--- config.mk ---
export PLATFORM = sky130hd
export DESIGN_NAME = frc_fault_retry
export DESIGN_NICKNAME = d
export VERILOG_FILES = /design/src/frc_pkg.sv /design/src/frc_fault_retry.sv
export SDC_FILE = /design/constraint.sdc
export NUM_CORES = 1
export LEC_CHECK = 0
export ABC_CLOCK_PERIOD_IN_PS = 5300
export BUFFER_PORTS_ARGS = -buffer_cell sky130_fd_sc_hd__buf_2
export CELL_PAD_IN_SITES_DETAIL_PLACEMENT = 1
export CELL_PAD_IN_SITES_GLOBAL_PLACEMENT = 1
export CORE_ASPECT_RATIO = 0.8
export CORE_MARGIN = 2
export CORE_UTILIZATION = 49
export CTS_CLUSTER_SIZE = 25
export DETAILED_ROUTE_END_ITERATION = 10
export PLACE_DENSITY = 0.91
export SLEW_MARGIN = 0
export SYNTH_ARGS = -nofsm -noshare
export SYNTH_HDL_FRONTEND = slang
export SYNTH_SLANG_ARGS = --single-unit
export TNS_END_PERCENT = 10
--- constraint.sdc ---
create_clock -name CLOCK -period 5.3 [get_ports CLOCK]
set_input_delay 1.06 -clock CLOCK [delete_from_list [all_inputs] [get_ports CLOCK]]
set_output_delay 1.06 -clock CLOCK [all_outputs]
set_load 0.005 [all_outputs]
--- src/frc_pkg.sv ---
// Purpose: Shared constants and types for the fault retry and delay block
// Assumes: Registers are addressed by their PMBus command code
// Notes: Time units are counted in 1 ms ticks of the 100 MHz clock
package frc_pkg;
    // Command codes
    localparam logic [7:0] CMD_RESPONSE = 8'hba;
    localparam logic [7:0] CMD_STARTUP_LIMIT = 8'hbb;
    localparam logic [7:0] CMD_SC_LIMIT = 8'hbc;
    localparam logic [7:0] CMD_SRC_SELECT = 8'hbd;
    localparam logic [7:0] CMD_TIME_UNITS = 8'hc8;
    // Fields of the response and source select registers
    localparam int RESP_LO = 6;
    localparam int RETRY_LO = 3;
    localparam int DELAY_LO = 0;
    localparam int SRC_BIT = 0;
    // Reset values
    localparam logic [7:0] RST_RESPONSE = 8'hc0;
    localparam logic [7:0] RST_STARTUP_LIMIT = 8'h00;
    localparam logic [7:0] RST_SC_LIMIT = 8'h00;
    localparam logic [7:0] RST_SRC_SELECT = 8'h01;
    localparam logic [7:0] RST_TIME_UNITS = 8'h00;
    // Response and retry codes
    localparam logic [1:0] RESP_IGNORE = 2'h0;
    localparam logic [1:0] RESP_LIMIT = 2'h2;
    localparam logic [1:0] RESP_SHUTDOWN = 2'h3;
    localparam logic [2:0] RETRY_NONE = 3'h0;
    localparam logic [2:0] RETRY_FOREVER = 3'h7;
    // Time unit per two-bit code, in ms ticks
    localparam logic [15:0] UNIT_MS_0 = 16'h0001;
    localparam logic [15:0] UNIT_MS_1 = 16'h0004;
    localparam logic [15:0] UNIT_MS_2 = 16'h0010;
    localparam logic [15:0] UNIT_MS_3 = 16'h0100;
    // Tick timing
    localparam int CLK_PERIOD_NS = 10;
    localparam int TICK_MS = 1;
    localparam int NS_PER_MS = 1000000;
    localparam int TICK_CYC = TICK_MS * NS_PER_MS / CLK_PERIOD_NS;
    localparam int PRESC_W = 24;
    localparam int DLY_W = 16;
    typedef enum logic [2:0] {
        ST_OFF, ST_RUN, ST_HOLD, ST_WAIT, ST_RESTART, ST_LATCH
    } frc_state_e;
endpackage

--- src/frc_fault_retry.sv ---
// Purpose: Fault response, restart counting and delay timing for the converter
// Assumes: All inputs are synchronous to CLOCK; registers by command code
// Notes: Read data is registered, so it follows CMD_CODE one cycle later
`timescale 1ns/1ps
`default_nettype none
module frc_fault_retry #(
    parameter int TICK_CYCLES = frc_pkg::TICK_CYC
) (
    input wire logic CLOCK,
    input wire logic RESET,
    input wire logic CMD_WR,
    input wire logic [7:0] CMD_CODE,
    input wire logic [7:0] CMD_WDATA,
    output logic [7:0] CMD_RDATA,
    input wire logic ON_CMD,
    input wire logic FAULT_DET,
    input wire logic [1:0] FAULT_CLASS,
    input wire logic IN_LIMIT,
    input wire logic RESTART_OK,
    input wire logic SHUTDOWN_FAULT,
    input wire logic FAULT_CLEAR,
    output logic OUTPUT_EN,
    output logic FAULT_FLAG,
    output logic NOTIFY,
    output logic [2:0] RETRY_COUNT,
    output logic [7:0] ACTIVE_SC_LIMIT,
    output logic USE_VOUT_CMD
);
    typedef struct packed {
        frc_pkg::frc_state_e state;
        logic [7:0] response;
        logic [7:0] startup_limit;
        logic [7:0] sc_limit;
        logic [7:0] src_select;
        logic [7:0] time_units;
        logic [1:0] cls;
        logic [2:0] cnt;
        logic [frc_pkg::PRESC_W-1:0] presc;
        logic [frc_pkg::DLY_W-1:0] dly;
        logic en;
        logic flag;
        logic notify;
        logic [7:0] rdata;
        logic [7:0] active_limit;
    } frc_regs_s;

    localparam logic [frc_pkg::PRESC_W-1:0] PRESC_LAST = frc_pkg::PRESC_W'(TICK_CYCLES - 1);

    frc_regs_s r_q;
    frc_regs_s r_d;

    function automatic logic [15:0] unit_ms(input logic [1:0] code);
        case (code)
            2'h0: unit_ms = frc_pkg::UNIT_MS_0;
            2'h1: unit_ms = frc_pkg::UNIT_MS_1;
            2'h2: unit_ms = frc_pkg::UNIT_MS_2;
            default: unit_ms = frc_pkg::UNIT_MS_3;
        endcase
    endfunction

    function automatic logic [15:0] delay_ticks(input logic [7:0] units, input logic [1:0] cls,
                                                input logic [2:0] n);
        logic [7:0] sh;
        // class picks the field; temperature is class 0
        sh = units >> {cls, 1'b0};
        delay_ticks = unit_ms(sh[1:0]) << n;
    endfunction

    logic [1:0] resp;
    logic [2:0] retry;
    logic [2:0] dfield;
    logic tick;
    logic expired;
    assign resp = r_q.response[frc_pkg::RESP_LO +: 2];
    assign retry = r_q.response[frc_pkg::RETRY_LO +: 3];
    assign dfield = r_q.response[frc_pkg::DELAY_LO +: 3];
    assign tick = (r_q.presc == PRESC_LAST);
    assign expired = (r_q.dly == '0);

    always_comb begin
        logic go_down;
        logic fault_evt;
        logic [1:0] cls_now;
        go_down = 1'b0;
        fault_evt = 1'b0;
        cls_now = r_q.cls;
        r_d = r_q;
        r_d.notify = 1'b0;
        r_d.presc = tick ? '0 : r_q.presc + 1'b1;
        if (tick && !expired) begin
            r_d.dly = r_q.dly - 1'b1;
        end
        // response; startup limit; run limit; source select; unit register
        if (CMD_WR) begin
            case (CMD_CODE)
                frc_pkg::CMD_RESPONSE: r_d.response = CMD_WDATA;
                frc_pkg::CMD_STARTUP_LIMIT: r_d.startup_limit = CMD_WDATA;
                frc_pkg::CMD_SC_LIMIT: r_d.sc_limit = CMD_WDATA;
                frc_pkg::CMD_SRC_SELECT: r_d.src_select = CMD_WDATA;
                frc_pkg::CMD_TIME_UNITS: r_d.time_units = CMD_WDATA;
                default: r_d.rdata = r_q.rdata;
            endcase
        end
        case (CMD_CODE)
            frc_pkg::CMD_RESPONSE: r_d.rdata = r_q.response;
            frc_pkg::CMD_STARTUP_LIMIT: r_d.rdata = r_q.startup_limit;
            frc_pkg::CMD_SC_LIMIT: r_d.rdata = r_q.sc_limit;
            frc_pkg::CMD_SRC_SELECT: r_d.rdata = {7'h00, r_q.src_select[frc_pkg::SRC_BIT]};
            frc_pkg::CMD_TIME_UNITS: r_d.rdata = r_q.time_units;
            default: r_d.rdata = 8'h00;
        endcase
        case (r_q.state)
            frc_pkg::ST_OFF: begin
                if (ON_CMD) begin
                    r_d.state = frc_pkg::ST_RESTART;
                end
            end
            frc_pkg::ST_RUN: begin
                if (FAULT_DET) begin
                    fault_evt = 1'b1;
                    cls_now = FAULT_CLASS;
                    r_d.cls = FAULT_CLASS;
                    if (resp == frc_pkg::RESP_SHUTDOWN) begin
                        go_down = 1'b1;
                    end else if (resp != frc_pkg::RESP_IGNORE) begin
                        r_d.state = frc_pkg::ST_HOLD;
                        r_d.dly = delay_ticks(r_q.time_units, FAULT_CLASS, dfield);
                        r_d.presc = '0;
                    end
                end
            end
            frc_pkg::ST_HOLD: begin
                if (expired) begin
                    if (resp == frc_pkg::RESP_LIMIT && !IN_LIMIT) begin
                        r_d.state = frc_pkg::ST_RUN;
                    end else begin
                        go_down = 1'b1;
                    end
                end
            end
            frc_pkg::ST_WAIT: begin
                if (expired) begin
                    r_d.state = frc_pkg::ST_RESTART;
                    if (r_q.cnt != frc_pkg::RETRY_FOREVER - 3'h1) begin
                        r_d.cnt = r_q.cnt + 3'h1;
                    end
                end
            end
            frc_pkg::ST_RESTART: begin
                if (FAULT_DET) begin
                    fault_evt = 1'b1;
                    // A failed attempt brings its own class, so the next gap uses its unit
                    cls_now = FAULT_CLASS;
                    r_d.cls = FAULT_CLASS;
                    go_down = 1'b1;
                end else if (RESTART_OK) begin
                    r_d.state = frc_pkg::ST_RUN;
                end
            end
            frc_pkg::ST_LATCH: begin
                if (FAULT_CLEAR) begin
                    r_d.state = frc_pkg::ST_OFF;
                end
            end
            default: r_d.state = frc_pkg::ST_OFF;
        endcase
        if (go_down) begin
            // no retry; count limit; latch off; forever
            if (retry == frc_pkg::RETRY_NONE ||
                (retry != frc_pkg::RETRY_FOREVER && r_q.cnt >= retry)) begin
                r_d.state = frc_pkg::ST_LATCH;
            end else begin
                r_d.state = frc_pkg::ST_WAIT;
                r_d.dly = delay_ticks(r_q.time_units, cls_now, dfield);
                r_d.presc = '0;
            end
        end
        if (SHUTDOWN_FAULT && r_q.state != frc_pkg::ST_OFF) begin
            r_d.state = frc_pkg::ST_LATCH;
            fault_evt = 1'b1;
        end
        // fresh sequence after clear or off
        if (FAULT_CLEAR || !ON_CMD) begin
            r_d.cnt = 3'h0;
        end
        if (!ON_CMD) begin
            r_d.state = frc_pkg::ST_OFF;
            r_d.dly = '0;
        end
        r_d.flag = (r_q.flag && !FAULT_CLEAR) || fault_evt;
        r_d.notify = fault_evt;
        r_d.en = (r_d.state == frc_pkg::ST_RUN) || (r_d.state == frc_pkg::ST_HOLD) ||
                 (r_d.state == frc_pkg::ST_RESTART);
        // Startup limit only while bringing the output up
        r_d.active_limit = (r_d.state == frc_pkg::ST_RESTART) ? r_d.startup_limit : r_d.sc_limit;
    end

    always_ff @(posedge CLOCK) begin
        if (RESET) begin
            r_q <= '0;
            r_q.state <= frc_pkg::ST_OFF;
            r_q.response <= frc_pkg::RST_RESPONSE;
            r_q.startup_limit <= frc_pkg::RST_STARTUP_LIMIT;
            r_q.sc_limit <= frc_pkg::RST_SC_LIMIT;
            r_q.src_select <= frc_pkg::RST_SRC_SELECT;
            r_q.time_units <= frc_pkg::RST_TIME_UNITS;
            r_q.active_limit <= frc_pkg::RST_SC_LIMIT;
        end else begin
            r_q <= r_d;
        end
    end

    assign CMD_RDATA = r_q.rdata;
    assign OUTPUT_EN = r_q.en;
    assign FAULT_FLAG = r_q.flag;
    assign NOTIFY = r_q.notify;
    assign RETRY_COUNT = r_q.cnt;
    assign ACTIVE_SC_LIMIT = r_q.active_limit;
    assign USE_VOUT_CMD = r_q.src_select[frc_pkg::SRC_BIT];
endmodule
`default_nettype wire

==> metrics.txt, run 1 <==
worst slack, placed 1.688 ns; simple-gate share of the synthesized area 0.2759; die area 0.01213 mm2; CP top delay family simple AND/OR/NAND/NOR gates; area leader, netlist dfxtp_1; Slew Limit Fails 0; number of synthesis warnings 0; status complete, no violations; Synth async-reset ratio 0; most frequent cell after synthesis dfxtp_1; Initial DRC Count 467; Synth Area in Compound Gates 0.1438; fill cell count 1338; Worst-path clk slew 0.07 ns; CTS Sinks 100; CP max stage cell o41a_1; WP buf/inv 1; global-route wire length before repair 27040 um; post-synthesis average cell area 8.331 um2; setup TNS 0 ns; hold path start r_q[35]$_SDFF_PP0_; Critical Path Start Type flip-flop; share of cells above drive strength 1 0.1376; Arrival @ worst endpoint 3.59 ns; vias per inst 6.168; Rows 34; Resize count post-CTS 0; delay of the slowest critical-path stage 0.49 ns; Finished Layout Cells 820; setup slack, reg-to-reg 1.95 ns; postcts setup bufs 0; largest family of logic cells by synthesized area simple AND/OR/NAND/NOR gates; Layout Area Growth over Synthesis 8.008%; Area contributors post-synth dfxtp_1 (36%), nor2_1 (5.4%), nand2_1 (5.2%), nand3_1 (3.9%), xor2_1 (3.7%); commonest cells in the netlist dfxtp_1 (100), nor2_1 (79), nand2_1 (76), nand3_1 (43), a21oi_1 (33); Clk pwr share 0.428; worst slew pin tran 1.254 ns; RR Startpoint r_q[19]$_SDFF_PP0_; Final Cycle Share 0.6320; number of library cell types mapped by synthesis 75; gp weighted congestion 0.8696; cells after synthesis 662; worst vdd ir 0.1954 mV; Setup crit end kind flip-flop; DRT Pass-1 Iters 5; wire per inst 20.42 um; Leak 2.173 nW; FMAX 298.5 MHz; Core ar. 0.01093 mm2; CTS Buffer Depth 2; gr ovfl total 0; CTS tree done; ys flop type dfxtp_1; pwr dens 250.8 mW/mm2; Max Fanout on Critical Path 21; clock root buffer clkbuf_16; worst r2r dst ACTIVE_SC_LIMIT[3]$_SDFF_PP0_; Worst Hold Class reg -> reg; NumNets Final 705; Worst setup endpoint ACTIVE_SC_LIMIT[3]$_SDFF_PP0_; Synth Area in XOR/XNOR 0.07441; DRC 0; Worst path depth 9; PortBufs 49; Layout Skew 0.006421 ns; chip height 98.89 um; Seq pwr share 0.513; RSZ-0062 raised after global routing false; final wirelength 16740 um; relative slew slack 0.1564; CTS buffer count 9; critical path cell sequence inv_1, ha_1, nor3b_4, nand4_2, o41a_1, or3_4, a21boi_1, or3b_1, mux2_1; GR Util All Layers 0.2841; largest net degree at the start of global routing 44; post-synthesis mux area share 0.06579; share of the yosys chip area belonging to registers 0.3630; Clock Latency Late Sink 0.35 ns; Power Internal 1.124 mW; Critical Path Source r_q[19]$_SDFF_PP0_; H-tree levels 3; Worst Reg-to-Reg Cells 9; Synth Register Bits 100; Hold-fix buffers, CTS 0; Placed Cells 804; WS Path Type reg -> reg; Combinational Power Share 0.059; PnR worst setup slack 1.950 ns; post-route minimum period 3.350 ns; number of synthesized flops with an enable pin 0; max_cap viols 0; diodes inserted 0; Post-Syn Nets 696; total power 1.494 mW; I/O pin count 50; vias in the first global route 5137; Fin. Hold Viols 0; Antenna Violating Nets Remaining 0; Post-Syn Area 0.005515 mm2; top cell type's share of synthesized area 0.3630; Adder-Cell Fraction of Synth Area 0.01588; final setup vio count 0; antenna violations before repair 0; Starting Density 0.5045; HPWL after DPL 12090 um; Via Count 5058; switching power 0.3698 mW; die width 122.6 um; hold slack final 0.4693 ns; Sw Ratio 0.2475; Crit path required time 5.54 ns
[worst min-delay path by stage]
stage	endpoint	slack, ns	cells after the start
floorplan	r_q[35]$_SDFF_PP0_	0.43	1
global placement	r_q[35]$_SDFF_PP0_	0.44	1
detailed placement	r_q[35]$_SDFF_PP0_	0.46	1
CTS	r_q[35]$_SDFF_PP0_	0.47	1
global route	r_q[35]$_SDFF_PP0_	0.50	1
finish	r_q[35]$_SDFF_PP0_	0.47	1
[power by group through the flow]
stage / clock [mW] / sequential [mW] / combinational [mW]
5_1_grt: 0.672 / 0.767 / 0.0959
3_3_place_gp: 0 / 0.783 / 0.0810
2_1_floorplan: 0 / 0.778 / 0.0572
4_1_cts: 0.645 / 0.766 / 0.0869
6_report: 0.639 / 0.767 / 0.0883
3_5_place_dp: 0 / 0.784 / 0.0861
[metal layers]
metal  share of wire  track usage  up-vias
met5               0            0        -
met4           0.022       0.1043        0
met3           0.063      0.07755       35
met2            0.46       0.4355      172
met1            0.46       0.3824     2500
li1                -            -     2351
[logic make-up (layout without fill, tap and decap cells)]
| family | Yosys count | in the layout |
|---|---|---|
| AOI/OAI and AO/OA | 115 | 115 |
| xor gates and xnor gates | 46 | 46 |
| adders and majority gates | 7 | 7 |
| buffers and inverters | 66 | 80 |
| DFF | 100 | 100 |
| muxes | 32 | 32 |
| and+or+nand+nor | 296 | 296 |
[registers in the layout, summed over array words and instances, names as in the netlist]
| name | count |
|---|---|
| CMD_RDATA | 8 |
| FAULT_FLAG | 1 |
| RETRY_COUNT | 3 |
| NOTIFY | 1 |
| OUTPUT_EN | 1 |
| r_q | 74 |
| dfield | 3 |
| USE_VOUT_CMD | 1 |
| ACTIVE_SC_LIMIT | 8 |
[area by class of cell]
class                      instances  area [um2]  share of cell area
timing repair buffer              51       260.3             0.04369
inverter                          13       48.80            0.008192
multi-input combinational        496        3182              0.5341
clock inverter                     5       41.29            0.006931
sequential                       100        2002              0.3361
clock buffer                      11       242.7             0.04075
tap                              144       180.2             0.03025
[metrics by stage]
step	area, um2	utilization
6_report	5957	0.5449
3_3_place_gp	5673	0.5189
5_1_grt	5957	0.5449
2_1_floorplan	5515	-
4_1_cts	5957	0.5449
3_5_place_dp	5673	0.5189
[cells in the final DEF (no fill, tap or decap), types with 6 or more instances in the layout]
master | netlist | routed
buf_2 | 6 | 49
nor2_1 | 79 | 79
nand3_1 | 43 | 43
and2_1 | 6 | 6
nand2_1 | 76 | 76
clkbuf_16 | 0 | 9
xnor2_1 | 22 | 22
dfxtp_1 | 100 | 100
inv_1 | 11 | 11
o21ai_0 | 14 | 14
mux2i_1 | 16 | 16
nor4_1 | 7 | 7
o22ai_1 | 7 | 7
nand2b_1 | 10 | 10
ha_1 | 7 | 7
a21oi_1 | 33 | 33
nand4_1 | 10 | 10
nor2b_1 | 7 | 7
mux2_2 | 6 | 6
a22oi_1 | 14 | 14
mux2_1 | 8 | 8
nor3_1 | 14 | 14
xor2_1 | 23 | 23
Note: power is estimated with default switching activity, not from simulation.
==> inputs of run 2 (changes only) <==
- ABC_CLOCK_PERIOD_IN_PS: 5300 -> 3200
- CORE_UTILIZATION: 49 -> 45
- PLACE_DENSITY: 0.91 -> 0.85
- clock period: 5.3 -> 3.2 ns (I/O delays scaled with it)
==> run 2 against run 1 <==
Net effect:
- cell count grew 3.0%
- clock power grew 74%
- first-iteration DRC count is 13% lower
- largest cell class unchanged
- highest routed layer unchanged
==> metrics.txt, run 2 (synthesis gave the netlist of run 1 again) <==
status complete, no violations; worst r2r dst ACTIVE_SC_LIMIT[5]$_SDFF_PP0_; CTS Buffer Depth 2; worst slack, placed 0.1568 ns; worst slew pin tran 0.7700 ns; clock root buffer clkbuf_16; area taken by multi-input logic gates 0.003182 mm2; Fin. Hold Viols 0; Sw Ratio 0.2573; Initial DRC Count 408; pwr dens 415.1 mW/mm2; Combinational Power Share 0.063; wire per inst 20.72 um; CP top delay family simple AND/OR/NAND/NOR gates; PnR worst setup slack 0.1900 ns; Seq pwr share 0.499; Arrival @ worst endpoint 3.26 ns; PortBufs 49; share of cells above drive strength 1 0.1590; RSZ-0062 raised after global routing false; Slew Limit Fails 0; Final Cycle Share 0.9406; Rows 36; number of flip-flops in the largest register 74; vias in the first global route 5207; DRC 0; Clk pwr share 0.438; Max Fanout on Critical Path 9; postcts setup bufs 0; Starting Density 0.4569; Resize count post-CTS 0; post-route minimum period 3.010 ns; Power Internal 1.882 mW; antenna violations before repair 1; NumNets Final 721; CTS Sinks 100; Layout Skew 0.007880 ns; RR Startpoint r_q[20]$_SDFF_PP0_; Post-DP Area 0.005803 mm2; die width 127.8 um; CTS tree done; H-tree levels 3; CTS buffer count 9; Worst-path clk slew 0.08 ns; total power 2.534 mW; Critical Path Start Type flip-flop; setup slack, reg-to-reg 0.19 ns; DRT Pass-1 Iters 5; gp weighted congestion 0.8910; fill cell count 1445; Leak 2.270 nW; HPWL after DPL 12730 um; cell area after layout 0.006105 mm2; Worst Hold Depth 2; setup TNS 0 ns; final setup vio count 0; Biggest register r_q; switching power 0.6520 mW; Layout Area Growth over Synthesis 10.69%; largest net degree at the start of global routing 26; Core ar. 0.01207 mm2; Hold EP CMD_RDATA[6]$_SDFF_PP0_; global-route wire length before repair 27630 um; delay of the slowest critical-path stage 0.48 ns; relative slew slack 0.4856; worst vdd ir 0.2918 mV; FMAX 332.2 MHz; Core Util, Final 0.5057; vias per inst 6.118; Worst path depth 9; max_cap viols 0; register area 0.002002 mm2; final wirelength 17510 um; highest-count cells in the layout ignoring fill and taps dfxtp_1 (100), nor2_1 (79), nand2_1 (76); WP buf/inv 1; Clock Latency Late Sink 0.36 ns; CP max stage cell o41a_1; Placed Cells 828; Setup crit end kind flip-flop; commonest non-fill, non-tap cell in the layout dfxtp_1; hold path start r_q[86]$_SDFF_PP0_; Finished Layout Cells 845; die area 0.01316 mm2; WS Path Type reg -> reg; hold slack final 0.4749 ns; I/O pin count 50; Crit path required time 3.45 ns; gr ovfl total 0; Via Count 5170; Worst Hold Class reg -> reg; Hold-fix buffers, CTS 0; critical path cell sequence inv_1, ha_1, nor3b_4, nand4_2, o41a_1, or3_4, a21boi_1, or3b_1, mux2_1; GR Util All Layers 0.2705; Antenna Violating Nets Remaining 0; Worst Reg-to-Reg Cells 9; chip height 103.0 um
==> run 2: changes by cell type in the layout (fill, tap and decap cells not counted) <==
cell        change
clkinvlp_4      -2
clkbuf_1        -1
inv_8           +3
inv_6           -1
buf_4          +16
clkinv_4        +1
diode_2         +1
==> run 2: routing by layer <==
layer  GRT usage  wire length (um)  vias to the layer above
met1      0.3662              7825                     2560
met5           0                 0                        -
met2      0.4245              8123                      193
met3     0.06746              1223                       32
met4     0.09214               335                        0
li1            -                 -                     2385
==> run 2: power groups by stage <==
stage	clock network (mW)	registers (mW)	logic, mW
finish	1.11	1.26	0.160
global route	1.18	1.27	0.172
CTS	1.14	1.26	0.157
detailed placement	0	1.29	0.155
global placement	0	1.29	0.148
floorplan	0	1.29	0.0948
==> run 2: worst max-delay path by stage <==
stage / slack (ns) / end / startpoint
2_1_floorplan: 0.56 / ACTIVE_SC_LIMIT[0]$_SDFF_PP0_ / r_q[19]$_SDFF_PP0_
3_3_place_gp: 0.36 / r_q[27]$_SDFF_PP0_ / FAULT_DET
3_5_place_dp: 0.16 / r_q[27]$_SDFF_PP0_ / FAULT_DET
4_1_cts: 0.17 / ACTIVE_SC_LIMIT[5]$_SDFF_PP0_ / r_q[20]$_SDFF_PP0_
5_1_grt: 0.01 / ACTIVE_SC_LIMIT[5]$_SDFF_PP0_ / r_q[20]$_SDFF_PP0_
6_report: 0.19 / ACTIVE_SC_LIMIT[5]$_SDFF_PP0_ / r_q[20]$_SDFF_PP0_
==> run 2: area by class of cell <==
type	count	area share
antenna	1	0.0004099
clock inverter	6	0.009838
multi-input combinational	496	0.5212
tap	152	0.03115
clock buffer	10	0.03915
inverter	13	0.007993
sequential	100	0.3279
timing repair buffer	67	0.06231
==> run 2: worst min-delay path: stages, from the launching register on <==
cell	delay, ns
dfxtp_1	0.32
nand2_1	0.06
a21oi_1	0.06
